## src/rtl/fpm_map.svh

```systemverilog
// Constants for the front panel menu controller.
`ifndef FPM_MAP_SVH
`define FPM_MAP_SVH
`define FPM_CLK_HZ     25000000
`define FPM_BAUD       9600
`define FPM_BAUD_DIV   ((`FPM_CLK_HZ + `FPM_BAUD / 2) / `FPM_BAUD)
`define FPM_FRAME_BITS 4'hA
`define FPM_IDLE_S     30
`define FPM_PHASE_MS   1000
`define FPM_REPLY      8'h3E
`define FPM_GAIN_MAX   18'sh0003C
`define FPM_FREQ_MIN   18'sh062A2
`define FPM_FREQ_MAX   18'sh06B6C
`define FPM_OFS_MAX    18'sh007D0
`define FPM_ADDR_MAX   18'sh0001F
`define FPM_REF_LAST   2'h2
`define FPM_STEP_1000  16'h03E8
`define FPM_STEP_100   16'h0064
`define FPM_STEP_10    16'h000A
`define FPM_STEP_1     16'h0001
`define FPM_STEP_10DB  16'h0014
`define FPM_STEP_1DB   16'h0002
`define FPM_RST_FREQ   15'h67B6
`define FPM_RST_GAIN   6'h14
`endif

```

## src/rtl/fpm_pkg.sv

```systemverilog
// Types shared by the front panel menu controller.
package fpm_pkg;
    typedef enum logic [2:0] {
        ST_LAMP = 3'b000,
        ST_VER  = 3'b001,
        ST_NORM = 3'b010,
        ST_MENU = 3'b011,
        ST_SAVE = 3'b100
    } fpm_state_e;
    typedef enum logic [2:0] {
        MN_FREQ = 3'b000,
        MN_GAIN = 3'b001,
        MN_MUTE = 3'b010,
        MN_REF  = 3'b011,
        MN_OFS  = 3'b100,
        MN_REM  = 3'b101,
        MN_IF   = 3'b110,
        MN_ADDR = 3'b111
    } fpm_menu_e;
    typedef struct packed {
        logic        [14:0] freq;
        logic        [5:0]  gain;
        logic               mute;
        logic        [1:0]  ref_mode;
        logic signed [11:0] ofs;
        logic               remote;
        logic               iface;
        logic        [4:0]  addr;
    } fpm_cfg_s;
endpackage : fpm_pkg

```

## src/rtl/fpm_sw_edge.sv

```systemverilog
// Switch press detector: one pulse per rising switch level.
`timescale 1ns/1ns
module fpm_sw_edge #(
    parameter int N = 5
) (
    input  wire logic         core_clk_i, // Clock
    input  wire logic         resetn_i,   // Async reset, active low
    input  wire logic [N-1:0] sw_i,       // Switch levels
    output logic      [N-1:0] press_o     // Press pulses
);
    logic [N-1:0] prev_r;
    logic [N-1:0] prev_nxt;
    logic [N-1:0] press_nxt;

    // A switch held through reset must not count as a press.
    always_comb
    begin
        prev_nxt  = sw_i;
        press_nxt = sw_i & ~prev_r;
    end

    always_ff @(posedge core_clk_i or negedge resetn_i)
    begin
        if (!resetn_i)
        begin
            prev_r  <= '1;
            press_o <= '0;
        end
        else
        begin
            prev_r  <= prev_nxt;
            press_o <= press_nxt;
        end
    end
endmodule : fpm_sw_edge

```

## src/rtl/fpm_uart_tx.sv

```systemverilog
// Serial character transmitter, one start, eight data, one stop bit.
`timescale 1ns/1ns
`include "fpm_map.svh"
module fpm_uart_tx #(
    parameter int unsigned DIV = `FPM_BAUD_DIV
) (
    input  wire logic       core_clk_i, // Clock
    input  wire logic       resetn_i,   // Async reset, active low
    input  wire logic       start_i,    // Send request pulse
    input  wire logic [7:0] data_i,     // Character
    output logic            txd_o,      // Serial line, idle high
    output logic            busy_o      // Character in flight
);
    localparam int CW = $clog2(DIV);
    logic [CW-1:0] cnt_r, cnt_nxt;
    logic [3:0]    bit_r, bit_nxt;
    logic [9:0]    sh_r, sh_nxt;
    logic          txd_nxt, busy_nxt;

    always_comb
    begin
        cnt_nxt  = cnt_r;
        bit_nxt  = bit_r;
        sh_nxt   = sh_r;
        busy_nxt = busy_o;
        txd_nxt  = txd_o;
        if (!busy_o)
        begin
            if (start_i)
            begin
                sh_nxt   = {1'b1, data_i, 1'b0};
                busy_nxt = 1'b1;
                cnt_nxt  = '0;
                bit_nxt  = '0;
                txd_nxt  = 1'b0;
            end
        end
        else if (cnt_r == CW'(DIV - 1))
        begin
            cnt_nxt = '0;
            bit_nxt = bit_r + 4'h1;
            sh_nxt  = {1'b1, sh_r[9:1]};
            if (bit_r == `FPM_FRAME_BITS - 4'h1)
            begin
                busy_nxt = 1'b0;
                txd_nxt  = 1'b1;
            end
            else
                txd_nxt = sh_r[1];
        end
        else
            cnt_nxt = cnt_r + CW'(1);
    end

    always_ff @(posedge core_clk_i or negedge resetn_i)
    begin
        if (!resetn_i)
        begin
            cnt_r  <= '0;
            bit_r  <= '0;
            sh_r   <= '1;
            busy_o <= 1'b0;
            txd_o  <= 1'b1;
        end
        else
        begin
            cnt_r  <= cnt_nxt;
            bit_r  <= bit_nxt;
            sh_r   <= sh_nxt;
            busy_o <= busy_nxt;
            txd_o  <= txd_nxt;
        end
    end
endmodule : fpm_uart_tx

```

## src/rtl/fpm_ctrl.sv

```systemverilog
// Front panel menu controller: switches, staged edits, save, alarm.
`timescale 1ns/1ns
`include "fpm_map.svh"
// Overview of operation
// - Serial port runs 9600 baud, one start, eight data, no parity, one stop.
// - Local control comes only from three switches; display and lamps report.
// - Return item in any menu, or leaving the last menu, opens save menu.
// - Sessions start on execute; edits other than gain apply only after execute in save menu.
// - About 30 s without switch activity drops the session and display.
// - Saved settings sit in retained storage and reload at power-up.
// - Power-up shows all segments, then version, then frequency and gain.
// - Horizontal press moves the cursor one place left or right, stopping at either end.
// - Vertical press raises or lowers the numeric digit under the cursor.
// - Vertical press toggles on/off settings whichever way it moves.
// - Gain follows edits live but is stored only on save yes.
// - Gain steps are 0.5, 1 or 10 dB by cursor digit.
// - Execute off the return item advances to the next menu item; in the last menu it opens save menu.
// - Save yes commits all staged values; no restores all, live gain too.
// - Alarm rises whenever any oscillator loop reports loss of lock.
// - Remote lamp follows the selected remote mode one clock later.
// - Gain is limited to 30 dB in half-decibel units.
// - Alarm drives a changeover relay to the rear connector.
// - Frames use brace delimiters; device answers with > each command executed while no reply is on the line.
// - Multi-drop frames carry unit address 00 to 31; point-to-point omits it.
module fpm_ctrl
    import fpm_pkg::*;
#(
    parameter int          NPLL     = 2,
    parameter int          TW       = 30,
    parameter int unsigned PH_CYC   = (`FPM_CLK_HZ / 1000) * `FPM_PHASE_MS,
    parameter int unsigned IDLE_CYC = `FPM_IDLE_S * `FPM_CLK_HZ
) (
    input  wire logic            core_clk_i,    // Clock, 25 MHz
    input  wire logic            resetn_i,      // Async reset, active low
    input  wire logic            sw_exec_i,     // Menu/execute switch
    input  wire logic            sw_left_i,     // Horizontal switch, left
    input  wire logic            sw_right_i,    // Horizontal switch, right
    input  wire logic            sw_up_i,       // Vertical switch, up
    input  wire logic            sw_down_i,     // Vertical switch, down
    input  wire logic [NPLL-1:0] pll_unlock_i,  // Loop lost lock flags
    input  wire logic            cmd_done_i,    // Remote command executed
    input  wire fpm_cfg_s        nv_data_i,     // Retained settings
    output fpm_cfg_s             nv_data_o,     // Settings to retain
    output logic                 nv_wr_o,       // Retain strobe
    output logic      [2:0]      screen_o,      // Display screen
    output logic      [2:0]      menu_o,        // Menu shown
    output logic      [2:0]      cursor_o,      // Cursor place
    output fpm_cfg_s             edit_o,        // Staged values shown
    output logic      [14:0]     freq_o,        // Frequency, MHz
    output logic      [5:0]      gain_o,        // Live gain, 0.5 dB
    output logic                 mute_o,        // Output muted
    output logic      [1:0]      ref_mode_o,    // Reference mode
    output logic      [11:0]     ref_ofs_o,     // Reference offset
    output logic                 remote_o,      // Remote mode
    output logic                 iface_o,       // 1: multi-drop
    output logic      [4:0]      addr_o,        // Unit address
    output logic                 txd_o,         // Serial transmit
    output logic                 power_lamp_o,  // Power lamp
    output logic                 remote_lamp_o, // Remote lamp
    output logic                 fault_lamp_o,  // Alarm lamp
    output logic                 relay_o        // Alarm relay coil
);
    // ---------------------------------------------------------------
    // Switch presses and helpers
    // ---------------------------------------------------------------
    logic [4:0] press;
    logic exec_p, lf_p, rt_p, up_p, dn_p, any_p;

    fpm_sw_edge #(.N(5)) u_edge (
        .core_clk_i (core_clk_i),
        .resetn_i   (resetn_i),
        .sw_i       ({sw_exec_i, sw_left_i, sw_right_i,
                      sw_up_i, sw_down_i}),
        .press_o    (press)
    );
    assign {exec_p, lf_p, rt_p, up_p, dn_p} = press;
    assign any_p = |press;

    // Cursor places per menu, the return item last.
    function automatic logic [2:0] npos(input logic [2:0] m);
        case (m)
            MN_FREQ, MN_OFS: npos = 3'h5;
            MN_GAIN:         npos = 3'h4;
            MN_ADDR:         npos = 3'h3;
            default:         npos = 3'h2;
        endcase
    endfunction : npos

    function automatic logic [15:0] step(input logic [2:0] m,
                                         input logic [2:0] c);
        logic [15:0] s;
        s = `FPM_STEP_1;
        case (m)
            MN_FREQ, MN_OFS:
                case (c)
                    3'h0:    s = `FPM_STEP_1000;
                    3'h1:    s = `FPM_STEP_100;
                    3'h2:    s = `FPM_STEP_10;
                    default: s = `FPM_STEP_1;
                endcase
            MN_GAIN:
                case (c)
                    3'h0:    s = `FPM_STEP_10DB;
                    3'h1:    s = `FPM_STEP_1DB;
                    default: s = `FPM_STEP_1;
                endcase
            MN_ADDR: s = (c == 3'h0) ? `FPM_STEP_10 : `FPM_STEP_1;
            default: s = `FPM_STEP_1;
        endcase
        step = s;
    endfunction : step

    // Step up or down and clamp into range.
    function automatic logic signed [17:0] adj(
        input logic signed [17:0] v,
        input logic        [15:0] s,
        input logic               up,
        input logic signed [17:0] lo,
        input logic signed [17:0] hi);
        logic signed [17:0] r;
        r = up ? v + $signed({2'b00, s}) : v - $signed({2'b00, s});
        if (r > hi)
            r = hi;
        if (r < lo)
            r = lo;
        adj = r;
    endfunction : adj

    // ---------------------------------------------------------------
    // Menu state machine
    // ---------------------------------------------------------------
    fpm_state_e    st_r, st_nxt;
    logic [2:0]    menu_r, menu_nxt;
    logic [2:0]    cur_r, cur_nxt;
    logic [TW-1:0] tmr_r, tmr_nxt;
    fpm_cfg_s      act_r, act_nxt;
    fpm_cfg_s      ed_r, ed_nxt;
    logic [5:0]    gain_r, gain_nxt;
    logic          ld_r, wr_r, wr_nxt;
    logic [15:0]   stp;
    logic [2:0]    rpos;
    logic          sess;

    assign sess = (st_r == ST_MENU) || (st_r == ST_SAVE);

    always_comb
    begin
        st_nxt   = st_r;
        menu_nxt = menu_r;
        cur_nxt  = cur_r;
        tmr_nxt  = tmr_r;
        act_nxt  = act_r;
        ed_nxt   = ed_r;
        wr_nxt   = 1'b0;
        stp      = step(menu_r, cur_r);
        rpos     = npos(menu_r) - 3'h1;
        case (st_r)
            ST_LAMP, ST_VER:
            begin
                if (!ld_r)
                    act_nxt = nv_data_i;
                if (tmr_r == TW'(PH_CYC - 1))
                begin
                    tmr_nxt = '0;
                    st_nxt  = (st_r == ST_LAMP) ? ST_VER : ST_NORM;
                end
                else
                    tmr_nxt = tmr_r + TW'(1);
            end
            ST_NORM:
            begin
                tmr_nxt = '0;
                if (exec_p)
                begin
                    st_nxt   = ST_MENU;
                    menu_nxt = MN_FREQ;
                    cur_nxt  = '0;
                    ed_nxt   = act_r;
                end
            end
            ST_MENU, ST_SAVE:
            begin
                tmr_nxt = any_p ? '0 : tmr_r + TW'(1);
                if (st_r == ST_SAVE && exec_p)
                begin
                    st_nxt = ST_NORM;
                    if (cur_r == 3'h0)
                    begin
                        act_nxt = ed_r;
                        wr_nxt  = 1'b1;
                    end
                    else
                        ed_nxt = act_r;
                end
                else if (st_r == ST_SAVE)
                begin
                    if (rt_p)
                        cur_nxt = 3'h1;
                    else if (lf_p)
                        cur_nxt = 3'h0;
                end
                else if (exec_p)
                begin
                    cur_nxt = '0;
                    if (cur_r == rpos || menu_r == MN_ADDR)
                        st_nxt = ST_SAVE;
                    else
                        menu_nxt = menu_r + 3'h1;
                end
                else if (rt_p && cur_r < rpos)
                    cur_nxt = cur_r + 3'h1;
                else if (lf_p && cur_r != 3'h0)
                    cur_nxt = cur_r - 3'h1;
                else if ((up_p || dn_p) && cur_r != rpos)
                begin
                    case (menu_r)
                        MN_FREQ: ed_nxt.freq = 15'(adj(
                            $signed({3'b000, ed_r.freq}), stp, up_p,
                            `FPM_FREQ_MIN, `FPM_FREQ_MAX));
                        MN_GAIN: ed_nxt.gain = 6'(adj(
                            $signed({12'h000, ed_r.gain}), stp, up_p,
                            18'sh00000, `FPM_GAIN_MAX));
                        MN_OFS: ed_nxt.ofs = 12'(adj(
                            18'(ed_r.ofs), stp, up_p,
                            -`FPM_OFS_MAX, `FPM_OFS_MAX));
                        MN_ADDR: ed_nxt.addr = 5'(adj(
                            $signed({13'h0000, ed_r.addr}), stp, up_p,
                            18'sh00000, `FPM_ADDR_MAX));
                        MN_MUTE: ed_nxt.mute = ~ed_r.mute;
                        MN_REM: ed_nxt.remote = ~ed_r.remote;
                        MN_IF: ed_nxt.iface = ~ed_r.iface;
                        MN_REF: ed_nxt.ref_mode =
                            (ed_r.ref_mode == `FPM_REF_LAST) ? 2'h0
                            : ed_r.ref_mode + 2'h1;
                        default: ed_nxt = ed_r;
                    endcase
                end
                // The press that lands on the last idle cycle keeps the session.
                if (!exec_p && !any_p && tmr_r == TW'(IDLE_CYC - 1))
                begin
                    st_nxt  = ST_NORM;
                    ed_nxt  = act_r;
                    tmr_nxt = '0;
                end
            end
            default: st_nxt = ST_LAMP;
        endcase
        // Gain is heard live while a session runs, the saved value otherwise.
        gain_nxt = (st_nxt == ST_MENU || st_nxt == ST_SAVE) ?
                   ed_nxt.gain : act_nxt.gain;
    end

    always_ff @(posedge core_clk_i or negedge resetn_i)
    begin
        if (!resetn_i)
        begin
            st_r   <= ST_LAMP;
            menu_r <= MN_FREQ;
            cur_r  <= '0;
            tmr_r  <= '0;
            act_r  <= '{freq: `FPM_RST_FREQ, gain: `FPM_RST_GAIN,
                        default: '0};
            ed_r   <= '{freq: `FPM_RST_FREQ, gain: `FPM_RST_GAIN,
                        default: '0};
            gain_r <= `FPM_RST_GAIN;
            ld_r   <= 1'b0;
            wr_r   <= 1'b0;
        end
        else
        begin
            st_r   <= st_nxt;
            menu_r <= menu_nxt;
            cur_r  <= cur_nxt;
            tmr_r  <= tmr_nxt;
            act_r  <= act_nxt;
            ed_r   <= ed_nxt;
            gain_r <= gain_nxt;
            ld_r   <= 1'b1;
            wr_r   <= wr_nxt;
        end
    end

    // ---------------------------------------------------------------
    // Lamps, alarm relay and remote reply
    // ---------------------------------------------------------------
    logic alarm_r, alarm_nxt, rlamp_r, rlamp_nxt, plamp_r;
    logic reply_go, tx_busy;

    always_comb
    begin
        alarm_nxt = |pll_unlock_i;
        rlamp_nxt = act_r.remote;
    end

    always_ff @(posedge core_clk_i or negedge resetn_i)
    begin
        if (!resetn_i)
        begin
            alarm_r <= 1'b0;
            rlamp_r <= 1'b0;
            plamp_r <= 1'b0;
        end
        else
        begin
            alarm_r <= alarm_nxt;
            rlamp_r <= rlamp_nxt;
            plamp_r <= 1'b1;
        end
    end

    // A reply asked for while one is still on the line is dropped.
    assign reply_go = cmd_done_i && !tx_busy;

    fpm_uart_tx #(.DIV(`FPM_BAUD_DIV)) u_tx (
        .core_clk_i (core_clk_i),
        .resetn_i   (resetn_i),
        .start_i    (reply_go),
        .data_i     (`FPM_REPLY),
        .txd_o      (txd_o),
        .busy_o     (tx_busy)
    );

    assign nv_data_o     = act_r;
    assign nv_wr_o       = wr_r;
    assign screen_o      = st_r;
    assign menu_o        = menu_r;
    assign cursor_o      = cur_r;
    assign edit_o        = ed_r;
    assign freq_o        = act_r.freq;
    assign gain_o        = gain_r;
    assign mute_o        = act_r.mute;
    assign ref_mode_o    = act_r.ref_mode;
    assign ref_ofs_o     = act_r.ofs;
    assign remote_o      = act_r.remote;
    assign iface_o       = act_r.iface;
    assign addr_o        = act_r.addr;
    assign power_lamp_o  = plamp_r;
    assign remote_lamp_o = rlamp_r;
    assign fault_lamp_o  = alarm_r;
    assign relay_o       = alarm_r;
endmodule : fpm_ctrl

```

## config.mk

```make
export PLATFORM = sky130hd
export DESIGN_NAME = fpm_ctrl
export DESIGN_NICKNAME = d
export VERILOG_FILES = /design/src/rtl/fpm_pkg.sv /design/src/rtl/fpm_sw_edge.sv /design/src/rtl/fpm_uart_tx.sv /design/src/rtl/fpm_ctrl.sv
export VERILOG_INCLUDE_DIRS = /design/src /design/src/rtl
export SDC_FILE = /design/constraint.sdc
export NUM_CORES = 1
export LEC_CHECK = 0
export ABC_AREA = 1
export BUFFER_PORTS_ARGS = -buffer_cell sky130_fd_sc_hd__buf_4
export CORE_ASPECT_RATIO = 1.1
export CORE_MARGIN = 4
export CORE_UTILIZATION = 56
export CTS_BUF_LIST = sky130_fd_sc_hd__clkbuf_4 sky130_fd_sc_hd__clkbuf_8
export CTS_CLUSTER_DIAMETER = 60
export DETAILED_ROUTE_END_ITERATION = 16
export PLACE_DENSITY_LB_ADDON = 0.05
export RECOVER_POWER = 100
export SETUP_SLACK_MARGIN = 0.2
export SYNTH_ARGS = -nofsm -noshare
export SYNTH_HDL_FRONTEND = slang
export SYNTH_SLANG_ARGS = --single-unit
```

## constraint.sdc

```tcl
create_clock -name core_clk_i -period 6.2 [get_ports core_clk_i]
set_input_delay 0.93 -clock core_clk_i [delete_from_list [all_inputs] [get_ports core_clk_i]]
set_output_delay 0.93 -clock core_clk_i [all_outputs]
set_load 0.005 [all_outputs]
```

==> run metrics <==
Final #Nets=2,413; setup_tns=0 ps; root buf cell=clkbuf_8; chip width=about 160 um; r2r setup slk=around 600 ps; DIE AREA=between 20,000 and 30,000 um2; worst hold start=u_edge.prev_r[1]; Residual DRC=0; Net Sw Frac=~34%; postcts setup bufs=0; CTS Buf Count=17; detailed-route via count=about 15,000; CP peak stage delay=1920 ps; ys async rst share=100.0%; routed length per instance=~18 um; final-report max-slew violation count=roughly 260; CTS sink cnt=roughly 170; Max-Cap Viols=4; H-Tree Depth=4; sequential power share=49.7%; final setup fails=0; most common cell after layout, fill and taps aside=nand2_1; P_sw=853.5 uW; Post-synth top flop=dfrtp_1; Slew @ Worst Pin=roughly 4200 ps; Iter 0 DRT Violations=~1,300; metal2 WL=about 22,000 um; vias in the first global route=14,500; Netlist cell types=64; DPL Wire Length=roughly 35,000 um; Setup Skew=28.85 ps; Crit. End Element=register; sequential element share of the synthesized area=approximately 30%; Max Root-Sink Buffers=2; power share of the combinational group=16.4%; DRT Pass-1 Iters=6; Fmax=roughly 0.18 GHz; WP data required=approximately 6600 ps; Post-Synthesis Cells=about 2,100; port bufs=between 150 and 200; Hold Buf Count CTS=0; layout overhead on the synthesized area=12.25%; DR WL met3=about 3500 um; WL final=46,850 um; Final Hold Viols=0; Synth warnings=0; slowest CP cell=clkbuf_1; total power=2.539 mW; Tcrit/Tclk final=slightly above 90%; Starting Density=between 50% and 60%; layout cells sized above 1=between 10% and 20%; via/cell ratio=between 5 and 6; first-pass GRT wire length=between 70,000 and 80,000 um; hold endpoint=u_edge.press_o[1]; Net Count, Synth=2,286; WP data arrival=roughly 6000 ps; Congestion Overflow GR=0; M1 wire length=approximately 19,000 um; worst path cell trace=nor2_1, inv_1, nor2_1, inv_1, nor2_4, clkbuf_1, nor2_1, o21ai_0, nand2_1, a221oi_1, inv_1, nor2_4, inv_2, nand2_1, nand2_1; status=complete, but fails checks; maximum vdd drop=around 0.19 mV; gpl congestion=0.9700; startpoint class of the critical path=register; Avg Inst Size Synth=6.722 um2; post-route antenna net violation count=0; worst r2r src=screen_o[0]; CTS tree=yes; Min Clock Period, post-route=roughly 5600 ps; Die Height=around 180 um; Post-Syn Area=about 14,000 um2; Fillers=approximately 2,300; hold path cells=1; worst r2r dst=edit_o[28]; Worst-Skew Late Latency=around 500 ps; row count=roughly 60; most frequent cells in the layout=nand2_1, inv_1, nand3_1, nor2_1, dfrtp_1; violated checks=max-capacitance violations, max-slew violations; CORE AREA=roughly 25,000 um2; initial antenna violation count=0; internal power=between 1.5 and 2 mW; RSZ-0062 raised after global routing=no; PD cells=about 160 nW/um2; Rel. slew slack=-180.1%; DR top layer=met4; crit-path max FO=48; R2R depth=15; WS Path Type=register to register; global-route usage over all layers=32.55%; # IOs=around 200; pin count of the biggest net entering global routing=between 80 and 90; leakage=8.289 nW; number of enable flip-flop cells after synthesis=0; Hold Path Class=register to register; synthesis-stage register bit count=171; antenna cell count=0; Clock Pin Slew Worst Setup and Hold Paths=110 ps; Clk pwr share=roughly 34%
==> cells in the mapped netlist (6+ instances only) <==
cell / count / area (um2)
a211oi_1: 6 / 45.04
a21oi_1: 95 / 475.5
a22oi_1: 13 / 97.59
a31oi_1: 11 / 68.82
buf_2: 24 / 120.1
buf_4: 41 / 307.8
clkbuf_1: 35 / 131.4
dfrtp_1: 131 / 3278
dfstp_2: 40 / 1051
fa_1: 7 / 140.1
ha_1: 85 / 1064
inv_1: 296 / 1111
inv_2: 12 / 45.04
nand2_1: 606 / 2275
nand2_2: 13 / 81.33
nand2_4: 7 / 78.83
nand3_1: 170 / 850.8
nand4_1: 26 / 162.7
nor2_1: 162 / 608.1
nor3_1: 26 / 130.1
nor4_1: 13 / 81.33
o211ai_1: 85 / 638.1
o21ai_0: 105 / 525.5
o21ai_1: 6 / 30.03
o21bai_1: 6 / 45.04
o22ai_1: 20 / 125.1
or2_2: 9 / 56.30
xor2_1: 22 / 192.7
==> power groups by stage <==
| stage | registers, mW | clock network (mW) | logic (mW) |
|---|---|---|---|
| after global placement | 1.28 | 0 | 0.412 |
| final | 1.26 | 0.861 | 0.416 |
| after global routing | 1.27 | 0.920 | 0.466 |
| after detailed placement | 1.29 | 0 | 0.423 |
| after floorplan | 1.27 | 0 | 0.262 |
| after CTS | 1.27 | 0.874 | 0.424 |
==> metrics by stage <==
stage	hold WS (ps)	util [%]	std cells	setup slack (ps)	cell area, um2
2_1_floorplan	453.1	-	2141	1134	14390
3_3_place_gp	457.3	62.75	2595	904.9	15850
3_5_place_dp	468.2	62.75	2595	753.4	15850
4_1_cts	485.0	64.41	2627	749.5	16270
5_1_grt	512.0	63.95	2627	118.3	16160
6_report	487.6	63.95	2627	590.9	16160
==> how the worst max path moves through the flow <==
stage	start	endpoint	slack [ps]	cells past startpoint
finish	screen_o[0]	edit_o[28]	590	15
global route	cursor_o[0]	edit_o[42]	120	42
CTS	cursor_o[0]	edit_o[8]	750	35
detailed placement	cursor_o[0]	edit_o[14]	750	35
global placement	cursor_o[0]	edit_o[16]	900	35
floorplan	cursor_o[0]	edit_o[17]	1130	35
==> worst max-delay path, delay by kind of cell (launching register included) <==
family	cells	cell delay, ps
compound gates	2	420
buf+inv	5	2660
flops	1	480
simple gates	8	1950
==> layer usage <==
metal,global-route usage (%),up-vias
met5,0,-
met2,56.05,688
met3,4.810,145
met4,13.54,0
met1,41.12,6991
li1,-,7229
==> sequential cells by signal, indices dropped and copies added (netlist names), 2 cells and up <==
register and count:
edit_o 43, tmr_r 30, freq_o 15, ref_ofs_o 12, u_tx.cnt_r 12, u_tx.sh_r 8
gain_o 6, nv_data_o 6, addr_o 5, u_edge.press_o 5, u_edge.prev_r 5, u_tx.bit_r 4
cursor_o 3, menu_o 3, screen_o 3, ref_mode_o 2
==> area by class of cell <==
cell class | count | area, um2 | share of cell area [%]
Tap cell | 346 | 432.9 | 2.680
Sequential cell | 171 | 4329 | 26.80
Timing Repair Buffer | 214 | 1538 | 9.518
Clock buffer | 17 | 234.0 | 1.448
Clock inverter | 15 | 186.4 | 1.154
Inverter | 312 | 1174 | 7.265
Multi-Input combinational cell | 1552 | 8262 | 51.14
==> logic make-up (layout without fill, tap and decap cells) <==
| kind of cell | after synthesis | count (layout) | synth area share (%) |
|---|---|---|---|
| xor+xnor | 27 | 27 | 1.643 |
| other cells | 1 | 1 | 0.02606 |
| buf+inv | 418 | 558 | 12.35 |
| compound gates | 375 | 375 | 15.94 |
| fa+ha+maj | 92 | 92 | 8.363 |
| flops | 171 | 171 | 30.08 |
| simple gates | 1055 | 1055 | 31.45 |
| mux | 2 | 2 | 0.1391 |
==> what timing repair did <==
item / CTS / global route
resized for setup: 0 / 3
endpoints found under the hold margin: 0 / 0
setup endpoints to repair: 0 / 20
Power figures use the tool's default switching activity.
